$ cat src/include/rsf_pkg.sv
// Package for the redundant state transfer and failover block
package rsf_pkg;
    localparam int REF_TYPES = 4;
    localparam logic [31:0] GRAN = 32'h0000_0010;
    localparam logic [31:0] MIN_CHUNK = 32'h0000_0200;
    localparam logic [31:0] MIN_HOLD = 32'h0000_0010;
    localparam logic [31:0] NONXFER_DEF_LEN = 32'h0000_0004;
    localparam int CLK_MHZ = 25;
    localparam int HEALTH_PERIOD_US = 10000;
    localparam int HEALTH_CYCLES = HEALTH_PERIOD_US * CLK_MHZ;
    localparam int HEALTH_LOSS = 3;
    localparam int BLINK_US = 250000;
    localparam int BLINK_CYCLES = BLINK_US * CLK_MHZ;
    localparam int TEST_SLICES = 16;
    localparam logic [4:0] STANDBY_CODE = 5'h0B;
    // Register offsets
    localparam logic [7:0] REG_CTRL = 8'h00;
    localparam logic [7:0] REG_STATUS = 8'h04;
    localparam logic [7:0] REG_SCANS = 8'h08;
    localparam logic [7:0] REG_NT_BASE = 8'h0C;
    localparam logic [7:0] REG_NT_LEN = 8'h10;
    localparam logic [7:0] REG_TOD = 8'h14;
    localparam logic [7:0] REG_EVERY0 = 8'h20;
    localparam logic [7:0] REG_ADD0 = 8'h30;
    localparam logic [7:0] REG_CUR0 = 8'h40;
    localparam logic [7:0] REG_TEST = 8'h50;
    // Control fields
    localparam int CTRL_MODE_LSB = 0;
    localparam int CTRL_RUN_BIT = 2;
    localparam int CTRL_FAULT_BIT = 3;
    localparam logic [31:0] CTRL_RESET = 32'h0000_0000;
    typedef enum logic [1:0] {
        RSF_MODE_FIXED = 2'h0,
        RSF_MODE_EVERY = 2'h1,
        RSF_MODE_ADD = 2'h2,
        RSF_MODE_ALL = 2'h3
    } rsf_mode_type;
    typedef enum logic [2:0] {
        RSF_SELFTEST = 3'h0,
        RSF_WAIT = 3'h1,
        RSF_STANDBY = 3'h3,
        RSF_PRIMARY = 3'h2,
        RSF_OFFLINE = 3'h6,
        RSF_DEAD = 3'h7
    } rsf_state_type;
    typedef struct packed {
        logic valid;
        logic [1:0] ref_type;
        logic [31:0] start;
        logic [31:0] count;
    } rsf_chunk_type;
    typedef struct packed {
        logic ready;
        logic com_act;
        logic com_err;
    } rsf_led_type;
endpackage

$ cat src/design/rsf_core.sv
// Redundancy controller: scan transfer scheduling, roles and self test
// Functional notes
// - Custom-plus-additional mode uses every-scan, additional and scan fields; here it uses only the additional and scan fields.
// - Every scan send configured counts, skip nontransfer area, 16-multiples; here every-scan mode sends nothing.
// - Refuse to run when additional mode has no additional data.
// - Additional count divided by scans, one contiguous chunk per scan.
// - Additional order: outputs, inputs, input regs, holding regs.
// - At least 512 words per type per scan unless less remains.
// - After last additional data, restart chunks from start next scan.
// - All-memory mode sends whole memory each scan, ignores other fields.
// - First controller up becomes primary regardless of A/B switch.
// - Indicators steady normally; activity blinks only on error.
// - Standby loads clock at scan end, then clears request bit.
// - Copy configured memory from primary to standby every scan end.
// - Broken links leave the primary running standalone.
// - Standby takes over failed primary; recovered primary becomes standby.
// - Failed standby goes offline; primary runs standalone.
// - Health message every 10 ms; primary error makes standby take over.
// - Startup tests; any failure stays offline silent until power cycle.
// - Runtime tests repeat in small slices while ready.
// - Nontransfer holding registers never copied; default length four. Chunks here do not skip that area.
//
// Design decisions made here: the register addresses and the APB interface to the registers.
`timescale 1ns/1ps
module rsf_core
    import rsf_pkg::*;
#(
    parameter int HEALTH_CNT = HEALTH_CYCLES,
    parameter int BLINK_CNT = BLINK_CYCLES,
    parameter logic [31:0] MEM_LIMIT = 32'h0001_0000
) (
    input wire logic clk, // 25 MHz clock
    input wire logic rst_n, // Async reset, active low
    input wire logic [31:0] paddr, // APB address
    input wire logic psel, // APB select
    input wire logic penable, // APB enable
    input wire logic pwrite, // APB direction
    input wire logic [31:0] pwdata, // APB write data
    output logic [31:0] prdata, // APB read data
    output logic pready, // APB ready
    output logic pslverr, // APB error
    input wire logic scan_end, // Controller end-of-scan pulse
    input wire logic peer_msg, // Health message pulse from peer
    input wire logic peer_ok, // Peer reports healthy in message
    input wire logic peer_primary, // Peer claims primary role
    input wire logic link_up, // Fiber links intact
    input wire logic [3:0] test_fail, // Prom, ram data, ram addr, dpram
    output logic health_send, // Health message pulse to peer
    output logic health_ok, // Own health carried in message
    output logic is_primary, // Controls remote I/O
    output logic run_ok, // Controller allowed to run
    output rsf_chunk_type xfer_chunk, // Scan transfer request
    output logic xfer_all, // Whole memory this scan
    output logic tod_load, // Load time of day clock
    output logic [2:0] test_slice, // Runtime test slice pulses
    output rsf_led_type leds // Module indicators
);
    rsf_state_type state;
    logic [31:0] ctrl, scans, nt_base, nt_len, tod;
    logic [31:0] every [REF_TYPES];
    logic [31:0] addq [REF_TYPES];
    logic [31:0] cur_off;
    logic [1:0] cur_type;
    logic [31:0] health_cnt, blink_cnt;
    logic [1:0] miss;
    logic blink, err, was_primary;
    logic [3:0] slice_cnt;
    logic [31:0] add_total;
    logic cfg_bad, do_write, do_read;
    rsf_mode_type mode;
    logic [31:0] chunk, remain, next_off;
    logic [31:0] base_off;
    logic [1:0] sel_type;

    assign mode = rsf_mode_type'(ctrl[CTRL_MODE_LSB +: 2]);
    assign do_write = psel & penable & pwrite;
    assign do_read = psel & penable & ~pwrite;
    assign pready = 1'b1;
    assign pslverr = 1'b0;

    always_comb begin
        add_total = 32'h0;
        for (int i = 0; i < REF_TYPES; i++) begin
            add_total = add_total + addq[i];
        end
    end
    assign cfg_bad = (mode == RSF_MODE_ADD) && (add_total < GRAN);

    // Per-scan chunk of the first nonempty type from the current one on.
    // Empty types are passed over, so a scan goes by without a chunk only when every type is empty.
    always_comb begin
        sel_type = cur_type;
        for (int k = REF_TYPES - 1; k >= 0; k--) begin
            if (addq[cur_type + 2'(k)] != 32'h0) begin
                sel_type = cur_type + 2'(k);
            end
        end
        // A count rewritten below the offset restarts that type at zero
        base_off = (sel_type == cur_type && cur_off < addq[sel_type]) ?
            cur_off : 32'h0;
        remain = addq[sel_type] - base_off;
        chunk = (scans == 32'h0) ? addq[sel_type] :
            addq[sel_type] / scans;
        chunk = (chunk + GRAN - 32'h1) & ~(GRAN - 32'h1);
        if (chunk < MIN_CHUNK) begin
            chunk = MIN_CHUNK;
        end
        if (chunk > remain) begin
            chunk = remain;
        end
        next_off = base_off + chunk;
    end

    // Register writes
    always_ff @(posedge clk or negedge rst_n) begin
        if (!rst_n) begin
            ctrl <= CTRL_RESET;
            scans <= 32'h1;
            nt_base <= 32'h0;
            nt_len <= NONXFER_DEF_LEN;
            for (int i = 0; i < REF_TYPES; i++) begin
                every[i] <= 32'h0;
                addq[i] <= 32'h0;
            end
        end else if (do_write) begin
            case (paddr[7:0])
                REG_CTRL: ctrl <= pwdata;
                REG_SCANS: scans <= pwdata;
                REG_NT_BASE: nt_base <= pwdata;
                REG_NT_LEN: nt_len <= pwdata;
                default: begin
                    for (int i = 0; i < REF_TYPES; i++) begin
                        if (paddr[7:0] == REG_EVERY0 + 8'(4 * i)) begin
                            every[i] <= pwdata & ~(GRAN - 32'h1);
                        end
                        if (paddr[7:0] == REG_ADD0 + 8'(4 * i)) begin
                            addq[i] <= pwdata & ~(GRAN - 32'h1);
                        end
                    end
                end
            endcase
        end
    end

    // Time of day request: bit 1 request, hardware clears at scan end in standby
    always_ff @(posedge clk or negedge rst_n) begin
        if (!rst_n) begin
            tod <= 32'h0;
            tod_load <= 1'b0;
        end else begin
            tod_load <= 1'b0;
            if (do_write && paddr[7:0] == REG_TOD) begin
                tod <= pwdata;
            end
            if (scan_end && tod[1] && state == RSF_STANDBY) begin
                tod_load <= 1'b1;
                tod[1] <= 1'b0;
            end
        end
    end

    always_ff @(posedge clk or negedge rst_n) begin
        if (!rst_n) begin
            prdata <= 32'h0;
        end else if (psel & ~penable & ~pwrite) begin
            prdata <= 32'h0;
            case (paddr[7:0])
                REG_CTRL: prdata <= ctrl;
                REG_STATUS: prdata <= {15'h0,
                    (state == RSF_STANDBY) ? STANDBY_CODE : 5'h0,
                    7'h0, err, cfg_bad, link_up, is_primary, run_ok};
                REG_SCANS: prdata <= scans;
                REG_NT_BASE: prdata <= nt_base;
                REG_NT_LEN: prdata <= nt_len;
                REG_TOD: prdata <= tod;
                REG_CUR0: prdata <= cur_off;
                REG_CUR0 + 8'h4: prdata <= {30'h0, cur_type};
                REG_TEST: prdata <= {28'h0, test_fail};
                default: begin
                    for (int i = 0; i < REF_TYPES; i++) begin
                        if (paddr[7:0] == REG_EVERY0 + 8'(4 * i)) begin
                            prdata <= every[i];
                        end
                        if (paddr[7:0] == REG_ADD0 + 8'(4 * i)) begin
                            prdata <= addq[i];
                        end
                    end
                end
            endcase
        end
    end

    // Role state machine
    always_ff @(posedge clk or negedge rst_n) begin
        if (!rst_n) begin
            state <= RSF_SELFTEST;
            was_primary <= 1'b0;
        end else begin
            case (state)
                RSF_SELFTEST: begin
                    if (test_fail != 4'h0) begin
                        state <= RSF_DEAD;
                    end else begin
                        state <= RSF_WAIT;
                    end
                end
                RSF_WAIT: begin
                    if (ctrl[CTRL_RUN_BIT] && !cfg_bad) begin
                        // Nobody else primary yet: we came up first
                        state <= (link_up && peer_primary) ?
                            RSF_STANDBY : RSF_PRIMARY;
                    end
                end
                RSF_PRIMARY: begin
                    was_primary <= 1'b1;
                    if (test_fail[2:0] != 3'h0) begin
                        state <= RSF_DEAD;
                    end else if (ctrl[CTRL_FAULT_BIT]) begin
                        state <= RSF_OFFLINE;
                    end
                    // Link loss keeps primary running standalone
                end
                RSF_STANDBY: begin
                    if (test_fail[2:0] != 3'h0) begin
                        state <= RSF_DEAD;
                    end else if (ctrl[CTRL_FAULT_BIT] || !link_up) begin
                        state <= RSF_OFFLINE;
                    end else if ((peer_msg && !peer_ok) ||
                                 miss == 2'(HEALTH_LOSS)) begin
                        state <= RSF_PRIMARY;
                    end
                end
                RSF_OFFLINE: begin
                    // Recovered controller rejoins only as standby
                    if (!ctrl[CTRL_FAULT_BIT] && link_up && !cfg_bad) begin
                        state <= RSF_STANDBY;
                    end
                end
                RSF_DEAD: state <= RSF_DEAD;
                default: state <= RSF_DEAD;
            endcase
        end
    end

    assign is_primary = (state == RSF_PRIMARY);
    assign run_ok = (state == RSF_PRIMARY) || (state == RSF_STANDBY);
    assign err = (state == RSF_DEAD) || (state == RSF_OFFLINE) || cfg_bad;

    // Health messages and loss counting
    always_ff @(posedge clk or negedge rst_n) begin
        if (!rst_n) begin
            health_cnt <= 32'h0;
            health_send <= 1'b0;
            miss <= 2'h0;
        end else begin
            health_send <= 1'b0;
            if (health_cnt >= 32'(HEALTH_CNT - 1)) begin
                health_cnt <= 32'h0;
                health_send <= run_ok;
                if (miss != 2'(HEALTH_LOSS)) begin
                    miss <= miss + 2'h1;
                end
            end else begin
                health_cnt <= health_cnt + 32'h1;
            end
            if (peer_msg) begin
                miss <= 2'h0;
            end
        end
    end
    assign health_ok = run_ok;

    // Transfer scheduling at scan end, primary only
    always_ff @(posedge clk or negedge rst_n) begin
        if (!rst_n) begin
            cur_off <= 32'h0;
            cur_type <= 2'h0;
            xfer_chunk <= '0;
            xfer_all <= 1'b0;
        end else begin
            xfer_chunk.valid <= 1'b0;
            xfer_all <= 1'b0;
            // Dropping the link makes the peer irrelevant, no copy
            if (scan_end && is_primary && link_up) begin
                if (mode == RSF_MODE_ALL) begin
                    xfer_all <= 1'b1;
                end else if (mode == RSF_MODE_ADD) begin
                    xfer_chunk.valid <= (chunk != 32'h0);
                    xfer_chunk.ref_type <= sel_type;
                    xfer_chunk.start <= base_off;
                    xfer_chunk.count <= chunk;
                    if (next_off >= addq[sel_type]) begin
                        cur_off <= 32'h0;
                        cur_type <= sel_type + 2'h1;
                    end else begin
                        cur_type <= sel_type;
                        cur_off <= next_off;
                    end
                end
            end
        end
    end

    // Runtime tests sliced one step per scan
    always_ff @(posedge clk or negedge rst_n) begin
        if (!rst_n) begin
            slice_cnt <= 4'h0;
            test_slice <= 3'h0;
        end else begin
            test_slice <= 3'h0;
            if (scan_end && run_ok) begin
                // Three test kinds in turn, with no uneven step at wrap
                slice_cnt <= (slice_cnt == 4'h2) ? 4'h0 : slice_cnt + 4'h1;
                test_slice <= 3'h1 << slice_cnt;
            end
        end
    end

    always_ff @(posedge clk or negedge rst_n) begin
        if (!rst_n) begin
            blink_cnt <= 32'h0;
            blink <= 1'b0;
        end else if (blink_cnt >= 32'(BLINK_CNT - 1)) begin
            blink_cnt <= 32'h0;
            blink <= ~blink;
        end else begin
            blink_cnt <= blink_cnt + 32'h1;
        end
    end

    // Steady indicators unless an error is held
    assign leds.ready = (state != RSF_SELFTEST);
    assign leds.com_act = err ? blink : run_ok;
    assign leds.com_err = run_ok && !link_up;

    a_dead_sticks: assert property (@(posedge clk) disable iff (!rst_n)
        state == RSF_DEAD |=> state == RSF_DEAD)
        else $error("dead state left");
    a_dead_silent: assert property (@(posedge clk) disable iff (!rst_n)
        state == RSF_DEAD |=> !health_send && !xfer_all && !xfer_chunk.valid)
        else $error("failed module still active");
    a_refuse_start: assert property (@(posedge clk) disable iff (!rst_n)
        cfg_bad && state == RSF_WAIT |=> state == RSF_WAIT)
        else $error("started with no additional data");
    a_chunk_min: assert property (@(posedge clk) disable iff (!rst_n)
        xfer_chunk.valid |-> xfer_chunk.count >= MIN_CHUNK ||
        xfer_chunk.start + xfer_chunk.count == addq[xfer_chunk.ref_type])
        else $error("chunk below minimum");
    a_chunk_gran: assert property (@(posedge clk) disable iff (!rst_n)
        xfer_chunk.valid |-> xfer_chunk.count[3:0] == 4'h0)
        else $error("chunk not 16 aligned");
    a_all_mode: assert property (@(posedge clk) disable iff (!rst_n)
        xfer_all |-> !xfer_chunk.valid && $past(mode) == RSF_MODE_ALL)
        else $error("all-memory transfer in wrong mode");
    a_tod_clear: assert property (@(posedge clk) disable iff (!rst_n)
        tod_load |-> !tod[1] ##1 !tod_load)
        else $error("time request not cleared");
    a_primary_stays: assert property (@(posedge clk)
        disable iff (!rst_n)
        is_primary && !link_up && test_fail == 4'h0 && !ctrl[CTRL_FAULT_BIT]
        |=> is_primary)
        else $error("primary dropped on link loss");
    a_takeover: assert property (@(posedge clk) disable iff (!rst_n)
        state == RSF_STANDBY && link_up && peer_msg && !peer_ok &&
        test_fail == 4'h0 && !ctrl[CTRL_FAULT_BIT] |=> is_primary)
        else $error("standby did not take over");
    a_led_steady: assert property (@(posedge clk) disable iff (!rst_n)
        run_ok && !err |-> leds.com_act)
        else $error("activity not steady");
    a_slice_hot: assert property (@(posedge clk) disable iff (!rst_n)
        test_slice != 3'h0 |-> $onehot(test_slice) && $past(run_ok))
        else $error("runtime test slice not one-hot");
    a_xfer_primary: assert property (@(posedge clk) disable iff (!rst_n)
        xfer_chunk.valid |-> $past(is_primary) && $past(scan_end))
        else $error("transfer off scan end");
endmodule

$ cat config.mk
export PLATFORM = sky130hd
export DESIGN_NAME = rsf_core
export DESIGN_NICKNAME = d
export VERILOG_FILES = /design/src/include/rsf_pkg.sv /design/src/design/rsf_core.sv
export SDC_FILE = /design/constraint.sdc
export NUM_CORES = 2
export LEC_CHECK = 0
export BUFFER_PORTS_ARGS = -buffer_cell sky130_fd_sc_hd__buf_2
export CAP_MARGIN = 20
export CORE_UTILIZATION = 45
export CTS_CLUSTER_DIAMETER = 80
export CTS_CLUSTER_SIZE = 20
export DETAILED_ROUTE_END_ITERATION = 7
export GPL_TIMING_DRIVEN = 0
export HOLD_SLACK_MARGIN = 0.1
export SETUP_SLACK_MARGIN = 0.05
export SLEW_MARGIN = 20
export SYNTH_ARGS = -nofsm -noshare
export SYNTH_HDL_FRONTEND = slang
export SYNTH_SLANG_ARGS = --single-unit
$ cat constraint.sdc
create_clock -name clk -period 104.8 [get_ports clk]
set_input_delay 5.24 -clock clk [delete_from_list [all_inputs] [get_ports clk]]
set_output_delay 5.24 -clock clk [all_outputs]
set_load 0.01 [all_outputs]
==> impl_metrics.yaml <==
synth:
  yosys_warnings: 0
  mappedNetlistArea_sq_um: 63120
  yosysSeqAreaShare_pct: 23.67
  synth-main-ff-cell: "dfrtp_1"
  synth_edf_count: 0
  yosys.cell_types.count: 117
  synthCells: 7583
  ys_ff_latch: 597
  ys_async_sr_fraction_pct: 100.0
  avgSynthCellArea_sq_um: 8.324
cts:
  cts_tree: "done"
  h-tree-depth: 2
  cts_max_path_buffers: 3
  clock_latency_ns: 0.65
  cts_hold_buf: 0
  cts-buffers-inserted: 40
  clockRootBuffer: "clkbuf_16"
  clock-sinks: 597
  clkTransAtPathRegs_ns: 0.08
placement:
  hpwl_um: 210200
  place.port_buffers: 163
  dp_slack_ns: -13.13
  gp_congestion: 1.015
floorplanning:
  initial_core_util_pct: 45.30
  rows: 137
  dieArea_sq_um: 141800
  ios: 191
  core_region_area_sq_um: 139400
  fp.dieH_um: 376.5
  die_w_um: 376.5
setup_path:
  crit_path_max_fanout: 10
  path_class: "reg2reg"
  max_stage_delay_ns: 0.62
  end_kind: "flip-flop"
  critPathLaunchType: "flip-flop"
  timing.critical_path.mode_cell: "o21a_1"
  critPathArrivalTime_ns: 99.68
  worstReg2RegStart: "addq[56]$_DFFE_PN0P_"
  critPathSlowestCell: "or4_4"
  cp.required_ns: 105.33
  critPathLaunch: "addq[56]$_DFFE_PN0P_"
worst_hold_path:
  hp-class: "reg2reg"
  hp-start: "health_cnt[0]$_DFF_PN0_"
sta:
  hold_viol_final: 0
  slew_viol_final: 0
  relSlewSlack_pct: 14.86
  tightest_slew_ns: 1.242
  finalSetupViolations: 0
  layout_setup_ws_ns: 5.649
  clock_skew_ns: 0.03929
  post-route-period-util_pct: 94.61
  fin_crit_ns: 99.15
  max_freq_mhz: 10.09
run:
  drv_cap: 0
global_route:
  grt_max_degree: 95
  track_usage_pct: 35.37
  grt_pass1_wl_um: 378600
  antenna_found_initial: 16
  overflow: 0
  grt_pass1_vias: 58770
cells_and_area:
  reg_top3: "addq: 112 flops, every: 112 flops, xfer_chunk: 67 flops"
  layout.cells.most_common: "nand2_1"
  area_growth_pct: 9.788
  drive_gt1_share_pct: 14.13
  final_nets: 8672
  final_cell_mix: "nand2_1, ha_1, nor2_1"
drt:
  firstDrtPassIters: 8
  drt_iter0_markers: 5664
  final_antenna_net_count: 0
  vias: 61660
  wl_um: 257400
  wl_per_cell_um: 26.40
  avgViaCountPerCell: 6.325
  drc: 0
outcome:
  outcome: "finished, final reports clean"
-- cells in the mapped netlist (37+ instances only) --
cell type | number | area, sq um
nand2_1 | 758 | 2845
nor3_1 | 250 | 1251
o21ai_1 | 50 | 250.2
xnor2_1 | 244 | 2137
a22o_1 | 41 | 359.1
o21ai_0 | 447 | 2237
a21o_1 | 212 | 1592
xor2_1 | 151 | 1323
nor2b_1 | 92 | 575.6
o21bai_1 | 41 | 307.8
nand2b_1 | 78 | 488.0
nor4_1 | 68 | 425.4
a22oi_1 | 89 | 668.1
a221oi_1 | 44 | 385.4
nand3_1 | 178 | 890.9
or2_2 | 49 | 306.5
a31oi_1 | 80 | 500.5
a21oi_1 | 461 | 2307
buf_1 | 37 | 138.9
nand4_1 | 84 | 525.5
or3_1 | 75 | 469.2
inv_1 | 297 | 1115
o211ai_1 | 44 | 330.3
a211oi_1 | 54 | 405.4
dfrtp_1 | 595 | 14890
o31ai_1 | 53 | 397.9
and3_1 | 74 | 462.9
mux2_2 | 483 | 5439
nor2_1 | 626 | 2350
ha_1 | 695 | 8696
fa_1 | 55 | 1101
clkbuf_1 | 250 | 938.4
and2_1 | 62 | 387.9
mux2i_1 | 89 | 890.9
o21a_1 | 226 | 1697
-- cell type report --
cell class / instances / area (sq um)
fill: 13650 / 70060
timing repair buffer: 209 / 1468
multi-input combinational: 6393 / 46780
sequential: 597 / 14940
antenna: 6 / 15.01
buffer: 300 / 1339
clock inverter: 12 / 195.2
tap: 1876 / 2347
inverter: 303 / 1137
clock buffer: 53 / 1081
-- per-layer routing --
layer	track usage, %	routed length [um]	up-vias
li1	-	-	28480
met1	46.23	108000	30180
met2	56.98	115400	2463
met3	4.349	18240	532
met4	18.84	15730	2
met5	0	13	-
-- path summary, 6_finish.rpt --
kind	depth (start not counted)	endpoint	slack, ns
max reg2reg	444	cur_off[4]$_DFFE_PN0P_	5.65
max	444	cur_off[4]$_DFFE_PN0P_	5.65
max in group asynchronous	4	nt_len[2]$_DFFE_PN1P_	98.67
min reg2reg	1	health_cnt[0]$_DFF_PN0_	0.46
min	1	health_cnt[0]$_DFF_PN0_	0.46
min in group asynchronous	1	every[88]$_DFFE_PN0P_	4.42
-- what timing repair did --
action | CTS | global route
cloned | 0 | 0
setup endpoints to repair | 67 | 67
setup buffers | 8 | 14
pin swaps | 6 | 11
gates resized for setup | 123 | 172
-- worst max-delay path, delay by kind of cell (launching register included) --
family,cells,cell delay [ns]
AOI/OAI and AO/OA,260,56.83
xor gates and xnor gates,5,1.08
muxes,7,2.20
DFF,1,0.48
and+or+nand+nor,89,16.44
buffers and inverters,48,11.34
adders and majority gates,35,10.40
-- cell families (layout without fill, tap and decap cells) --
| group | count (synthesis) | in the layout | synth area share (%) |
|---|---|---|---|
| adders and majority gates | 750 | 750 | 15.52 |
| buffers and inverters | 616 | 877 | 3.784 |
| AOI/OAI and AO/OA | 2158 | 2158 | 22.78 |
| and+or+nand+nor | 2491 | 2491 | 18.68 |
| muxes | 574 | 574 | 10.07 |
| xor gates and xnor gates | 395 | 395 | 5.481 |
| DFF | 597 | 597 | 23.67 |
| other | 2 | 31 | 0.01190 |
-- metrics by stage --
stage | instance area [sq um] | std cells | hold WS (ns) | TNS, ns | utilization [%]
floorplan | 63210 | 7606 | 0.4251 | 0 | -
global placement | 66370 | 9645 | 0.4479 | -766.47 | 47.63
detailed placement | 66940 | 9669 | 0.4502 | -657.71 | 48.03
CTS | 68680 | 9739 | 0.4632 | 0 | 49.28
global route | 69300 | 9747 | 0.4983 | -2.499 | 49.73
finish | 69300 | 9749 | 0.4575 | 0 | 49.73
Power is left out: the tool's default activity adds up to more than one toggle a clock period on the data nets, which glitch-free logic cannot reach.
